File: src/fl_st0_pkg.sv
// Constants for the floppy result status byte zero block.
// Assumes a single 125 MHz core clock and an AXI4-Lite register port.
package fl_st0_pkg;
    // ==========================================================
    // Timing
    localparam int unsigned CLK_MHZ = 125;
    localparam int unsigned STEP_TIME_US = 3;
    localparam int unsigned STEP_CYC = STEP_TIME_US * CLK_MHZ;
    localparam int unsigned RECAL_STEPS = 77;

    // ==========================================================
    // Register byte offsets
    localparam logic [7:0] OFS_RESULT = 8'h00;
    localparam logic [7:0] OFS_CMD = 8'h04;
    localparam logic [7:0] OFS_IRQ_STAT = 8'h08;
    localparam logic [7:0] OFS_IRQ_CLR = 8'h0C;
    localparam logic [7:0] OFS_IRQ_EN = 8'h10;
    localparam logic [7:0] OFS_CTRL_STAT = 8'h14;

    // ==========================================================
    // Result byte fields
    localparam int unsigned B_CODE_LSB = 6;
    localparam int unsigned B_SEEK_DONE = 5;
    localparam int unsigned B_EQUIP_FAULT = 4;
    localparam int unsigned B_NOT_READY = 3;
    localparam int unsigned B_HEAD = 2;
    localparam logic [1:0] CODE_NORMAL = 2'h0;
    localparam logic [1:0] CODE_ABNORMAL = 2'h1;
    localparam logic [7:0] RESULT_RST = 8'h00;

    // ==========================================================
    // Command word fields and opcodes
    localparam int unsigned CMD_OP_LSB = 0;
    localparam int unsigned CMD_UNIT_LSB = 2;
    localparam int unsigned CMD_HEAD_BIT = 4;
    localparam int unsigned CMD_CNT_LSB = 8;
    localparam logic [1:0] OP_SEEK = 2'h0;
    localparam logic [1:0] OP_RECAL = 2'h1;
    localparam logic [1:0] OP_READ = 2'h2;
    localparam logic [1:0] OP_WRITE = 2'h3;

    // ==========================================================
    // Interrupt and bus answers
    localparam int unsigned IRQ_DONE = 0;
    localparam logic [1:0] RESP_OKAY = 2'h0;
    localparam logic [1:0] RESP_SLVERR = 2'h2;

    typedef enum logic [3:0] {
        ST_IDLE = 4'h1,
        ST_STEP = 4'h2,
        ST_CAP = 4'h4,
        ST_HOLD = 4'h8
    } fl_state_t;
endpackage

File: src/fl_step_if.sv
// Carrier between the status block and its step pulse generator.
// Assumes both ends run on the same core clock.
`timescale 1ns/1ps
`default_nettype none
interface fl_step_if;
    logic start;
    logic [7:0] count;
    logic to_trk0;
    logic trk0;
    logic busy;
    logic step_pulse;
    logic done;
    logic hit;
    modport ctrl(output start, count, to_trk0, trk0, input busy, step_pulse, done, hit);
    modport gen(input start, count, to_trk0, trk0, output busy, step_pulse, done, hit);
endinterface
`default_nettype wire

File: src/fl_step_gen.sv
// Step pulse generator: issues a counted train of step pulses,
// optionally stopping early when track 0 is reported.
// Assumes trk0 is already synchronised to the core clock.
`timescale 1ns/1ps
`default_nettype none
module fl_step_gen #(
    parameter int unsigned P_STEP_CYC = fl_st0_pkg::STEP_CYC
) (
    // Clock and reset
    input wire logic i_core_clk,
    input wire logic i_sys_rst,
    // Control side
    fl_step_if.gen step
);
    localparam int unsigned DIV_W = $clog2(P_STEP_CYC + 1);

    // Track 0 takes about five cycles through the pin synchroniser, so a
    // shorter step period would test it before the last pulse has landed
    if (P_STEP_CYC < 6) begin : g_chk
        $error("P_STEP_CYC must be at least 6");
    end

    logic [DIV_W-1:0] div_r;
    logic [7:0] rem_r;
    logic busy_r;
    logic tick;

    // ==========================================================
    // Step rate divider, restarted while idle so the first pulse
    // always comes one full step period after the start
    assign tick = (div_r == '0);
    assign step.busy = busy_r;

    always_ff @(posedge i_core_clk or posedge i_sys_rst) begin
        if (i_sys_rst) begin
            div_r <= '0;
        end else if (!busy_r || tick) begin
            div_r <= DIV_W'(P_STEP_CYC - 1);
        end else begin
            div_r <= div_r - 1'b1;
        end
    end

    // ==========================================================
    // Step sequencer; while to_trk0 is set, track 0 is checked before each pulse
    always_ff @(posedge i_core_clk or posedge i_sys_rst) begin
        if (i_sys_rst) begin
            busy_r <= 1'b0;
            rem_r <= 8'h00;
            step.step_pulse <= 1'b0;
            step.done <= 1'b0;
            step.hit <= 1'b0;
        end else begin
            step.step_pulse <= 1'b0;
            step.done <= 1'b0;
            if (step.start && !busy_r) begin
                busy_r <= 1'b1;
                rem_r <= step.count;
                step.hit <= 1'b0;
            end else if (busy_r && tick) begin
                if (step.to_trk0 && step.trk0) begin
                    busy_r <= 1'b0; // Reached track 0 early
                    step.done <= 1'b1;
                    step.hit <= 1'b1;
                end else if (rem_r == 8'h00) begin
                    busy_r <= 1'b0; // All pulses spent
                    step.done <= 1'b1;
                    step.hit <= step.trk0;
                end else begin
                    step.step_pulse <= 1'b1;
                    rem_r <= rem_r - 8'h01;
                end
            end
        end
    end
endmodule // fl_step_gen
`default_nettype wire

File: src/fl_st0_top.sv
// Result status byte zero of the floppy controller, with a small
// command front end, drive pin synchronisers and an AXI4-Lite slave.
// Assumes drive pins are asynchronous and the host polls or uses o_irq.
//
// Our own choices: the AXI4-Lite slave port and the register offsets.
`timescale 1ns/1ps
`default_nettype none
// Operation
// - Seek completion sets seek-done flag
// - Drive fault input sets equipment-fault flag
// - Recalibrate without track 0 after 77 steps faults
// - Read/write on not-ready drive sets not-ready
// - Read/write to side 1 on single-sided drive sets not-ready
// - Head bit holds head at interrupt
// - Unit bits hold drive unit at interrupt
// - Proper completion reports completion code 00
module fl_st0_top #(
    parameter int unsigned P_STEP_CYC = fl_st0_pkg::STEP_CYC
) (
    // Clock and reset
    input wire logic i_core_clk,
    input wire logic i_sys_rst,
    // AXI4-Lite write address and data
    input wire logic i_s_axi_awvalid,
    output logic o_s_axi_awready,
    input wire logic [7:0] i_s_axi_awaddr,
    input wire logic i_s_axi_wvalid,
    output logic o_s_axi_wready,
    input wire logic [31:0] i_s_axi_wdata,
    input wire logic [3:0] i_s_axi_wstrb,
    // AXI4-Lite write response
    output logic o_s_axi_bvalid,
    input wire logic i_s_axi_bready,
    output logic [1:0] o_s_axi_bresp,
    // AXI4-Lite read
    input wire logic i_s_axi_arvalid,
    output logic o_s_axi_arready,
    input wire logic [7:0] i_s_axi_araddr,
    output logic o_s_axi_rvalid,
    input wire logic i_s_axi_rready,
    output logic [31:0] o_s_axi_rdata,
    output logic [1:0] o_s_axi_rresp,
    // Drive pins
    input wire logic i_drv_fault,
    input wire logic i_drv_track0,
    input wire logic i_drv_ready,
    input wire logic i_drv_two_side,
    output logic o_drv_step,
    output logic [1:0] o_drv_unit,
    output logic o_drv_head,
    // Interrupt
    output logic o_irq
);
    localparam int unsigned NPIN = 4;

    fl_step_if step_bus();

    fl_st0_pkg::fl_state_t state_r;
    logic [NPIN-1:0] pin_raw;
    logic [NPIN-1:0] sync1_r;
    logic [NPIN-1:0] sync2_r;
    logic [NPIN-1:0] sync3_r;
    logic [NPIN-1:0] pin_r;
    logic fault_s, trk0_s, ready_s, two_side_s;
    logic [7:0] st0_r;
    logic [1:0] op_r;
    logic [1:0] unit_r;
    logic head_r;
    logic nr_r;
    logic fault_seen_r;
    logic trk0_hit_r;
    logic irq_stat_r;
    logic irq_en_r;
    logic aw_hold_r, w_hold_r;
    logic [7:0] aw_addr_r;
    logic [31:0] w_data_r;
    logic [3:0] w_strb_r;
    logic wr_fire, rd_fire, rd_st0, cmd_go, cmd_rw, cmd_nr;
    logic ec_now, se_now;
    logic [7:0] rd_word;
    logic rd_ok, wr_ok;
    logic [1:0] cmd_op;
    logic cmd_head;

    // ==========================================================
    // Pin synchronisers: a level counts once stages two and three agree
    assign pin_raw = {i_drv_two_side, i_drv_ready, i_drv_track0, i_drv_fault};

    for (genvar g = 0; g < NPIN; g++) begin : g_sync
        always_ff @(posedge i_core_clk or posedge i_sys_rst) begin
            if (i_sys_rst) begin
                sync1_r[g] <= 1'b0;
                sync2_r[g] <= 1'b0;
                sync3_r[g] <= 1'b0;
                pin_r[g] <= 1'b0;
            end else begin
                sync1_r[g] <= pin_raw[g];
                sync2_r[g] <= sync1_r[g];
                sync3_r[g] <= sync2_r[g];
                if (sync2_r[g] == sync3_r[g]) begin
                    pin_r[g] <= sync3_r[g];
                end
            end
        end
    end

    assign fault_s = pin_r[0];
    assign trk0_s = pin_r[1];
    assign ready_s = pin_r[2];
    assign two_side_s = pin_r[3];

    // ==========================================================
    // AXI4-Lite handshakes; one write and one read in flight
    assign o_s_axi_awready = !aw_hold_r && !o_s_axi_bvalid;
    assign o_s_axi_wready = !w_hold_r && !o_s_axi_bvalid;
    assign o_s_axi_arready = !o_s_axi_rvalid;
    assign wr_fire = aw_hold_r && w_hold_r && !o_s_axi_bvalid;
    assign rd_fire = i_s_axi_arvalid && o_s_axi_arready;
    assign rd_st0 = rd_fire && ({i_s_axi_araddr[7:2], 2'b00} == fl_st0_pkg::OFS_RESULT);

    // Write channel capture, address and data in either order
    always_ff @(posedge i_core_clk or posedge i_sys_rst) begin
        if (i_sys_rst) begin
            aw_hold_r <= 1'b0;
            w_hold_r <= 1'b0;
            aw_addr_r <= 8'h00;
            w_data_r <= 32'h0000_0000;
            w_strb_r <= 4'h0;
            o_s_axi_bvalid <= 1'b0;
            o_s_axi_bresp <= fl_st0_pkg::RESP_OKAY;
        end else begin
            if (i_s_axi_awvalid && o_s_axi_awready) begin
                aw_hold_r <= 1'b1;
                aw_addr_r <= {i_s_axi_awaddr[7:2], 2'b00};
            end
            if (i_s_axi_wvalid && o_s_axi_wready) begin
                w_hold_r <= 1'b1;
                w_data_r <= i_s_axi_wdata;
                w_strb_r <= i_s_axi_wstrb;
            end
            if (wr_fire) begin
                aw_hold_r <= 1'b0;
                w_hold_r <= 1'b0;
                o_s_axi_bvalid <= 1'b1;
                o_s_axi_bresp <= wr_ok ? fl_st0_pkg::RESP_OKAY : fl_st0_pkg::RESP_SLVERR;
            end else if (o_s_axi_bvalid && i_s_axi_bready) begin
                o_s_axi_bvalid <= 1'b0;
            end
        end
    end

    // Every word in the map takes writes; read-only words ignore them
    assign wr_ok = (aw_addr_r <= fl_st0_pkg::OFS_CTRL_STAT);

    // Read data mux; write-only words read as zero
    always_comb begin
        rd_word = 8'h00;
        rd_ok = 1'b1;
        case ({i_s_axi_araddr[7:2], 2'b00})
            fl_st0_pkg::OFS_RESULT: rd_word = st0_r;
            fl_st0_pkg::OFS_CMD: rd_word = 8'h00;
            fl_st0_pkg::OFS_IRQ_STAT: rd_word = {7'h00, irq_stat_r};
            fl_st0_pkg::OFS_IRQ_CLR: rd_word = 8'h00;
            fl_st0_pkg::OFS_IRQ_EN: rd_word = {7'h00, irq_en_r};
            fl_st0_pkg::OFS_CTRL_STAT: rd_word = {2'h0, two_side_s, trk0_s, fault_s, ready_s,
                (state_r == fl_st0_pkg::ST_HOLD), step_bus.busy};
            default: rd_ok = 1'b0;
        endcase
    end

    always_ff @(posedge i_core_clk or posedge i_sys_rst) begin
        if (i_sys_rst) begin
            o_s_axi_rvalid <= 1'b0;
            o_s_axi_rdata <= 32'h0000_0000;
            o_s_axi_rresp <= fl_st0_pkg::RESP_OKAY;
        end else if (rd_fire) begin
            o_s_axi_rvalid <= 1'b1;
            o_s_axi_rdata <= {24'h00_0000, rd_word};
            o_s_axi_rresp <= rd_ok ? fl_st0_pkg::RESP_OKAY : fl_st0_pkg::RESP_SLVERR;
        end else if (o_s_axi_rvalid && i_s_axi_rready) begin
            o_s_axi_rvalid <= 1'b0;
        end
    end

    // ==========================================================
    // Command decode; commands are dropped unless idle
    assign cmd_op = w_data_r[fl_st0_pkg::CMD_OP_LSB +: 2];
    assign cmd_head = w_data_r[fl_st0_pkg::CMD_HEAD_BIT];
    assign cmd_go = wr_fire && (aw_addr_r == fl_st0_pkg::OFS_CMD) && w_strb_r[0]
        && (state_r == fl_st0_pkg::ST_IDLE);
    assign cmd_rw = (cmd_op == fl_st0_pkg::OP_READ) || (cmd_op == fl_st0_pkg::OP_WRITE);
    assign cmd_nr = cmd_rw && (!ready_s || (cmd_head && !two_side_s));

    assign step_bus.start = cmd_go && !cmd_rw;
    assign step_bus.to_trk0 = (op_r == fl_st0_pkg::OP_RECAL);
    assign step_bus.trk0 = trk0_s;
    // Recalibrate always gets the full 77-pulse budget
    assign step_bus.count = (cmd_op == fl_st0_pkg::OP_RECAL) ? 8'(fl_st0_pkg::RECAL_STEPS) :
        (w_strb_r[1] ? w_data_r[fl_st0_pkg::CMD_CNT_LSB +: 8] : 8'h00);

    // Command context latched at acceptance
    always_ff @(posedge i_core_clk or posedge i_sys_rst) begin
        if (i_sys_rst) begin
            op_r <= fl_st0_pkg::OP_SEEK;
            unit_r <= 2'h0;
            head_r <= 1'b0;
            nr_r <= 1'b0;
        end else if (cmd_go) begin
            op_r <= cmd_op;
            unit_r <= w_data_r[fl_st0_pkg::CMD_UNIT_LSB +: 2];
            head_r <= cmd_head;
            nr_r <= cmd_nr;
        end
    end

    // Fault and track 0 history over the command's life
    always_ff @(posedge i_core_clk or posedge i_sys_rst) begin
        if (i_sys_rst) begin
            fault_seen_r <= 1'b0;
            trk0_hit_r <= 1'b0;
        end else if (cmd_go) begin
            fault_seen_r <= fault_s;
            trk0_hit_r <= 1'b0;
        end else begin
            if (fault_s) begin
                fault_seen_r <= 1'b1;
            end
            if (step_bus.done) begin
                trk0_hit_r <= step_bus.hit;
            end
        end
    end

    // ==========================================================
    // Sequencer
    always_ff @(posedge i_core_clk or posedge i_sys_rst) begin
        if (i_sys_rst) begin
            state_r <= fl_st0_pkg::ST_IDLE;
        end else begin
            case (state_r)
                fl_st0_pkg::ST_IDLE: begin
                    if (cmd_go) begin
                        state_r <= cmd_rw ? fl_st0_pkg::ST_CAP : fl_st0_pkg::ST_STEP;
                    end
                end
                fl_st0_pkg::ST_STEP: begin
                    if (step_bus.done) begin
                        state_r <= fl_st0_pkg::ST_CAP;
                    end
                end
                fl_st0_pkg::ST_CAP: state_r <= fl_st0_pkg::ST_HOLD;
                fl_st0_pkg::ST_HOLD: begin
                    if (rd_st0) begin
                        state_r <= fl_st0_pkg::ST_IDLE; // Host took the byte
                    end
                end
                default: state_r <= fl_st0_pkg::ST_IDLE;
            endcase
        end
    end

    // ==========================================================
    // Result capture at termination only, so a late pin change
    // cannot alter a byte the host has not yet read
    assign ec_now = fault_seen_r || fault_s
        || ((op_r == fl_st0_pkg::OP_RECAL) && !trk0_hit_r);
    assign se_now = (op_r == fl_st0_pkg::OP_SEEK) || (op_r == fl_st0_pkg::OP_RECAL);

    always_ff @(posedge i_core_clk or posedge i_sys_rst) begin
        if (i_sys_rst) begin
            st0_r <= fl_st0_pkg::RESULT_RST;
        end else if (state_r == fl_st0_pkg::ST_CAP) begin
            st0_r[fl_st0_pkg::B_CODE_LSB +: 2] <= (ec_now || nr_r) ?
                fl_st0_pkg::CODE_ABNORMAL : fl_st0_pkg::CODE_NORMAL;
            st0_r[fl_st0_pkg::B_SEEK_DONE] <= se_now;
            st0_r[fl_st0_pkg::B_EQUIP_FAULT] <= ec_now;
            st0_r[fl_st0_pkg::B_NOT_READY] <= nr_r;
            st0_r[fl_st0_pkg::B_HEAD] <= head_r;
            st0_r[1:0] <= unit_r;
        end
    end

    // ==========================================================
    // Interrupt: sticky done bit, set beats a same-cycle clear
    always_ff @(posedge i_core_clk or posedge i_sys_rst) begin
        if (i_sys_rst) begin
            irq_stat_r <= 1'b0;
            irq_en_r <= 1'b0;
            o_irq <= 1'b0;
        end else begin
            if (state_r == fl_st0_pkg::ST_CAP) begin
                irq_stat_r <= 1'b1;
            end else if (wr_fire && (aw_addr_r == fl_st0_pkg::OFS_IRQ_CLR) && w_strb_r[0]
                && w_data_r[fl_st0_pkg::IRQ_DONE]) begin
                irq_stat_r <= 1'b0;
            end
            if (wr_fire && (aw_addr_r == fl_st0_pkg::OFS_IRQ_EN) && w_strb_r[0]) begin
                irq_en_r <= w_data_r[fl_st0_pkg::IRQ_DONE];
            end
            o_irq <= irq_stat_r && irq_en_r;
        end
    end

    // ==========================================================
    // Drive outputs follow the latched command
    assign o_drv_step = step_bus.step_pulse;
    assign o_drv_unit = unit_r;
    assign o_drv_head = head_r;

    fl_step_gen #(
        .P_STEP_CYC(P_STEP_CYC)
    ) u_step (
        .i_core_clk(i_core_clk),
        .i_sys_rst(i_sys_rst),
        .step(step_bus)
    );
endmodule // fl_st0_top
`default_nettype wire

File: config.mk
export PLATFORM = sky130hd
export DESIGN_NAME = fl_st0_top
export DESIGN_NICKNAME = d
export VERILOG_FILES = /design/src/fl_st0_pkg.sv /design/src/fl_step_if.sv /design/src/fl_step_gen.sv /design/src/fl_st0_top.sv
export SDC_FILE = /design/constraint.sdc
export NUM_CORES = 1
export LEC_CHECK = 0
export ABC_AREA = 1
export BUFFER_PORTS_ARGS = -buffer_cell sky130_fd_sc_hd__buf_2
export CORE_ASPECT_RATIO = 1.4
export CORE_MARGIN = 2
export CORE_UTILIZATION = 45
export CTS_BUF_LIST = sky130_fd_sc_hd__clkbuf_2
export DETAILED_ROUTE_END_ITERATION = 10
export PLACE_DENSITY = 0.7
export SYNTH_ARGS = -nofsm -noshare
export SYNTH_HDL_FRONTEND = slang
export SYNTH_SLANG_ARGS = --single-unit
File: constraint.sdc
create_clock -name i_core_clk -period 3 [get_ports i_core_clk]
set_clock_uncertainty 0.2 [all_clocks]
set_input_delay 0.15 -clock i_core_clk [delete_from_list [all_inputs] [get_ports i_core_clk]]
set_output_delay 0.15 -clock i_core_clk [all_outputs]
set_load 0.05 [all_outputs]
### Yosys cells after proc, flatten, opt, wreduce, memory -nomap -nowiden

Cells that the tools add are included.

* $add $sub $neg: 2
* magnitude comparators: 1
* equality and inequality tests: 25
* mux-type cells: 47
* reductions and logical operators: 59

Operator list (number)
* 2-to-1 mux 8 bit: 6
* 2-to-1 mux 1 bit: 32
* case mux 8 bit (4 select lines): 1
* logical AND 1 bit: 26
* == test 6 x 2 -> 1 bit (second input constant): 3
* == test 6 x 3 -> 1 bit (second input constant): 3
* case mux 4 bit (4 select lines): 1
* nonzero test 2 bit: 8
* == test 6 x 1 -> 1 bit (second input constant): 2
* 2-to-1 mux 4 bit: 3
* zero test 1 bit: 9
* zero test 9 bit: 1
* 2-to-1 mux 9 bit: 1
* subtractor 9 x 1 -> 9 bit (second input constant): 1
* <= comparator 8 x 5 -> 1 bit (second input constant): 1
* zero test 8 bit: 1
* subtractor 8 x 1 -> 8 bit (second input constant): 1
* logical OR 1 bit: 7
* zero test 6 bit: 1
* inequality test 2 x 1 -> 1 bit (second input constant): 3
* AND reduction 3 bit: 2
* OR reduction 6 bit: 1
* == test 1 bit: 4
* == test 2 x 1 -> 1 bit (second input constant): 2
* other kinds (11): 14

* bits in registers: 100

### Longest topological paths before layout

* word-level depth: 9
* mapped depth: 11
* depth with buffers taken out: 11

### Cells and area by module

A second synthesis with hierarchy kept.

* cells, all modules: 505
* area total of the unflattened synthesis: 4463.0 um2

Modules (own cells, without submodules)
* fl_st0_top: instances 1, cells an instance 341, area each 3208.1 um2, seq. area each 1803.0 um2
* fl_step_gen: instances 1, cells an instance 164, area each 1255.0 um2, seq. area each 525.5 um2

### Worst setup path before layout

No wires, ideal clock.

* path type: flip-flop to flip-flop
* from: register o_s_axi_bvalid
* to: register w_data_r[0]
* setup time: 0.125 ns
* data arrival time: 2.150 ns
* data required time: 2.675 ns
* slack: 0.525 ns
* stages on the path, launching flop included: 5
* path buffers: 1
* period minus slack after synthesis: 2.475 ns
* cell sequence: dfrtp_1 -> nor2_1 -> nand2_2 -> buf_2 -> mux2_2

* word-level cells in the longest chain between the ends: 3

Ends and longest elaborated chain
* from (decl): line fl_st0_top.sv:32 `output logic o_s_axi_bvalid,`
* from (signal assigned): line fl_st0_top.sv:129 `o_s_axi_bvalid <= 1'b0;`
* from (signal assigned): line fl_st0_top.sv:144 `o_s_axi_bvalid <= 1'b1;`
* from (signal assigned): line fl_st0_top.sv:147 `o_s_axi_bvalid <= 1'b0;`
* zero test 1 bit: line fl_st0_top.sv:115 `assign o_s_axi_wready = !w_hold_r && !o_s_axi_bvalid;`
* logical AND 1 bit: line fl_st0_top.sv:115
* via o_s_axi_wready: line fl_st0_top.sv:28 `output logic o_s_axi_wready,`
* logical AND 1 bit: line fl_st0_top.sv:136 `if (i_s_axi_wvalid && o_s_axi_wready) begin`
* to (signal assigned): line fl_st0_top.sv:138 `w_data_r <= i_s_axi_wdata;`
* to (decl): line fl_st0_top.sv:76 `logic [31:0] w_data_r;`

The timed path passes the listed nets, and every way through them passes these cells.
A chain may end at the register's enable or synchronous reset.

### Worst setup path after layout

* from: input port i_s_axi_araddr[6]
* to: register o_s_axi_rdata[0]

* word-level cells in the longest chain between the ends: 2

Ends and longest elaborated chain
* from (decl): line fl_st0_top.sv:38 `input wire logic [7:0] i_s_axi_araddr,`
* == test 6 x 3 -> 1 bit (tied with other cells): line fl_st0_top.sv:159 `case ({i_s_axi_araddr[7:2], 2'b00})`
* case mux 8 bit (4 select lines) *: line fl_st0_top.sv:159
* to (signal assigned): line fl_st0_top.sv:178 `o_s_axi_rdata <= {24'h00_0000, rd_word};`
* to (decl): line fl_st0_top.sv:41 `output logic [31:0] o_s_axi_rdata,`

Mark *: on every way between the ends. The rest lies on a longest branch, timed or not.

==> metrics.yaml <==
sta:
  setup_violations: 0
  max_freq_mhz: 347
  slew_viol_final: 0
  setup_ws_ns: 0.115
  worst_pin_slew_ns: 0.510
  hold_viol_final: 0
  period_minus_slack_ns: 2.88
  relSlewSlack: 0.659
  rsz0062_at_grt: "no"
  fin_crit_sh: 0.962
  whs_ns: 0.0568
  setup-tns-final_ns: 0
global_route:
  grt_pass1_wl_um: 15000
  track_usage: 0.181
  gr-total-overflow: 0
  first_global_vias: 3335
  antenna_found_initial: 0
  grt_start_max_net_pins: 34
setup_path:
  worst_setup_path_start_kind: "primary input"
  end_kind: "register"
  required_ns: 3.32
  critPathMaxStageDelay_ns: 0.58
  r2r_setup_slack_ns: 0.32
  crit_slowest_cell: "dlygate4sd3_1"
  cp_data_arrival_time_ns: 3.21
  worstPathCellList: "dlygate4sd3_1 -> buf_2 -> nor2_1 -> dlygate4sd3_1 -> nand4_1 -> nor2_1 -> nor2_1 -> nand3_1 -> dlygate4sd3_1 -> nand2_1 -> nand2_1 -> dlygate4sd3_1"
  cp_max_fo: 3
  crit_path_frequent_cell: "dlygate4sd3_1"
  crit_type: "in2reg"
flow_run:
  max_cap_viol_count: 0
synth:
  yosysUniqueCellTypes: 35
  synth_ff_type: "dfrtp_1"
  avgSynthCellArea_sq_um: 9.03
  syn_inst: 482
  yosys_register_bits: 93
  synthArstFlopShare: 1.00
  ys_warn_count: 0
  ys_seq_area_frac: 0.535
  syn_area_sq_um: 4350
  synth-edff-count: 0
run_status:
  outcome: "finished clean"
placed_design:
  hpwl_um: 5800
  dp_slack_ns: 1.15
  place_congestion: 0.845
  postPlaceCellArea_sq_um: 4660
  numPortBuffers: 56
clocking:
  clockBufferDepth: 2
  worstSkewPairLatency_ns: 0.56
  cts_buffers: 9
  cts_root_buf: "clkbuf_2"
  cts_sinks: 93
  cts_tree: "yes"
  htreeDepth: 3
  clk_pin_slew_ns: 0.25
detailed_routing:
  vias: 3431
  dr.first_iter.drc_count: 162
  first_pass_iters: 7
  wire_per_inst_um: 12.0
  vias_per_cell: 4.74
  wirelength_um: 8660
  drcViolationCount: 0
  antenna_left: 0
power:
  ir_worst_vdd_mv: 0.785
  p_comb_frac: 0.348
  clkPwrFrac: 0.174
  power.density_nw_per_um2: 658
  intPower_mw: 2.20
  power_leakage_nw: 2.84
  p_switching_mw: 1.36
  p_sw_frac: 0.382
  seqPwrFrac: 0.477
layout:
  synthToLayoutAreaGrowth_pct: 24.3
  num_antenna_cells: 0
  design_area_sq_um: 5410
  nets: 675
  fill_cells: 811
  final_layout_size_suffix_gt1_frac: 0.200
die:
  initial_core_util: 0.460
  fp.dieArea_sq_um: 10500
  die_h_um: 120
  ios: 109
  rows: 42
  die_w_um: 87.1
  core_area_sq_um: 9460
hold_path:
  hold_class: "in2reg"
## synthesized netlist by cell type (all sizes together) (2+ instances only)
library cell	number	share of area
or2	3	0.0043
mux2	16	0.041
buf	29	0.049
nand2	128	0.12
ha	3	0.0086
nand3b	2	0.0034
nor3	3	0.0034
xor2	2	0.0040
nand4	4	0.0057
o21ai	26	0.031
dfrtp	92	0.53
xnor2	2	0.0040
clkbuf	2	0.0017
inv	60	0.052
maj3	4	0.0092
a21oi	13	0.015
nor2	56	0.067
nand3	31	0.042
## flip-flops by register name, summed over array words and instances, names as in the netlist, 2 cells and up
name,count
w_data_r,13
u_step.div_r,9
u_step.rem_r,8
o_s_axi_rdata,7
st0_r,7
aw_addr_r,6
state_r,4
sync1_r,4
sync2_r,4
sync3_r,4
o_drv_unit,2
op_r,2
w_strb_r,2
## through the flow
stage          utilization  instances  power [mW]
2_1_floorplan            -        508        2.61
3_3_place_gp         0.493        645        2.77
3_5_place_dp         0.493        645        2.81
4_1_cts              0.572        724        3.57
5_1_grt              0.572        724        3.82
6_report             0.572        724        3.56
## placed cells by master (no fill, tap or decap), types with 3 or more instances in the layout
cell	n
nor2_4	5
dfrtp_1	92
buf_2	56
nor2_1	43
nand2_2	7
conb_1	27
o21ai_0	25
nand4_1	4
maj3_1	4
ha_1	3
nand2_1	120
nor2_2	6
mux2_2	16
inv_1	55
nor3_1	3
dlygate4sd3_1	63
clkbuf_2	11
nand3_1	27
a21oi_1	13
nand3_2	3
inv_2	4
## power groups by stage
stage / Clock, mW / Sequential [mW] / Combinational, mW
floorplan: 0 / 1.77 / 0.848
global placement: 0 / 1.71 / 1.06
detailed placement: 0 / 1.72 / 1.09
CTS: 0.638 / 1.70 / 1.23
global route: 0.692 / 1.74 / 1.39
finish: 0.621 / 1.70 / 1.24
## kinds of logic after synthesis
kind of cell / Yosys count / synth area share
adder cells (fa/ha/maj): 7 / 0.0178
buffers and inverters: 91 / 0.102
AND/OR/NAND/NOR: 227 / 0.242
multiplexers: 16 / 0.0414
AO/OA/AOI/OAI: 43 / 0.0523
XOR/XNOR: 4 / 0.00805
flip-flops: 93 / 0.535
other: 1 / 0.000861
## worst max-delay path: cells and delay by family
kind / cells / cell delay (ns)
simple gates: 7 / 0.72
buf+inv: 5 / 2.34
## final cells by class
class                   instances  area [sq um]  share of cell area
well taps                     110           138              0.0254
clock buffers                  11          55.1              0.0102
flip-flops and latches         93          2330               0.430
repair buffers                121           926               0.171
multi-input cells             324          1680               0.310
clock inverters                 5          58.8              0.0109
inverters                      60           226              0.0418
## final timing paths
kind	from	depth (start not counted)	to
worst min-delay path	i_s_axi_bready	3	o_s_axi_bvalid$_DFFE_PP0P_
worst min register to register	sync1_r[0]$_DFF_PP0_	0	sync2_r[0]$_DFF_PP0_
min in group asynchronous	i_sys_rst	4	sync1_r[1]$_DFF_PP0_
worst max-delay path	i_s_axi_araddr[6]	12	o_s_axi_rdata[0]$_DFFE_PP0P_
worst max register to register	irq_stat_r$_DFFE_PP0P_	7	o_s_axi_rdata[0]$_DFFE_PP0P_
max in group asynchronous	i_sys_rst	5	state_r[0]$_DFFE_PP1P_
## routing by layer
layer	routed length (um)	vias to the layer above	share of wire	GRT usage
met3	369	20	0.043	0.0321
met4	210	0	0.024	0.0779
li1	-	1712	-	-
met2	4480	96	0.52	0.310
met1	3600	1603	0.42	0.222
met5	0	-	0	0
## what timing repair did
item                                   4_1_cts  5_1_grt
setup buffers                                0        0
endpoints found under the hold margin      133        0
gates resized for setup                      0        1
hold buffers                                63        0
setup endpoints to repair                    0        1
No activity file was read; power rests on OpenSTA's default activity.
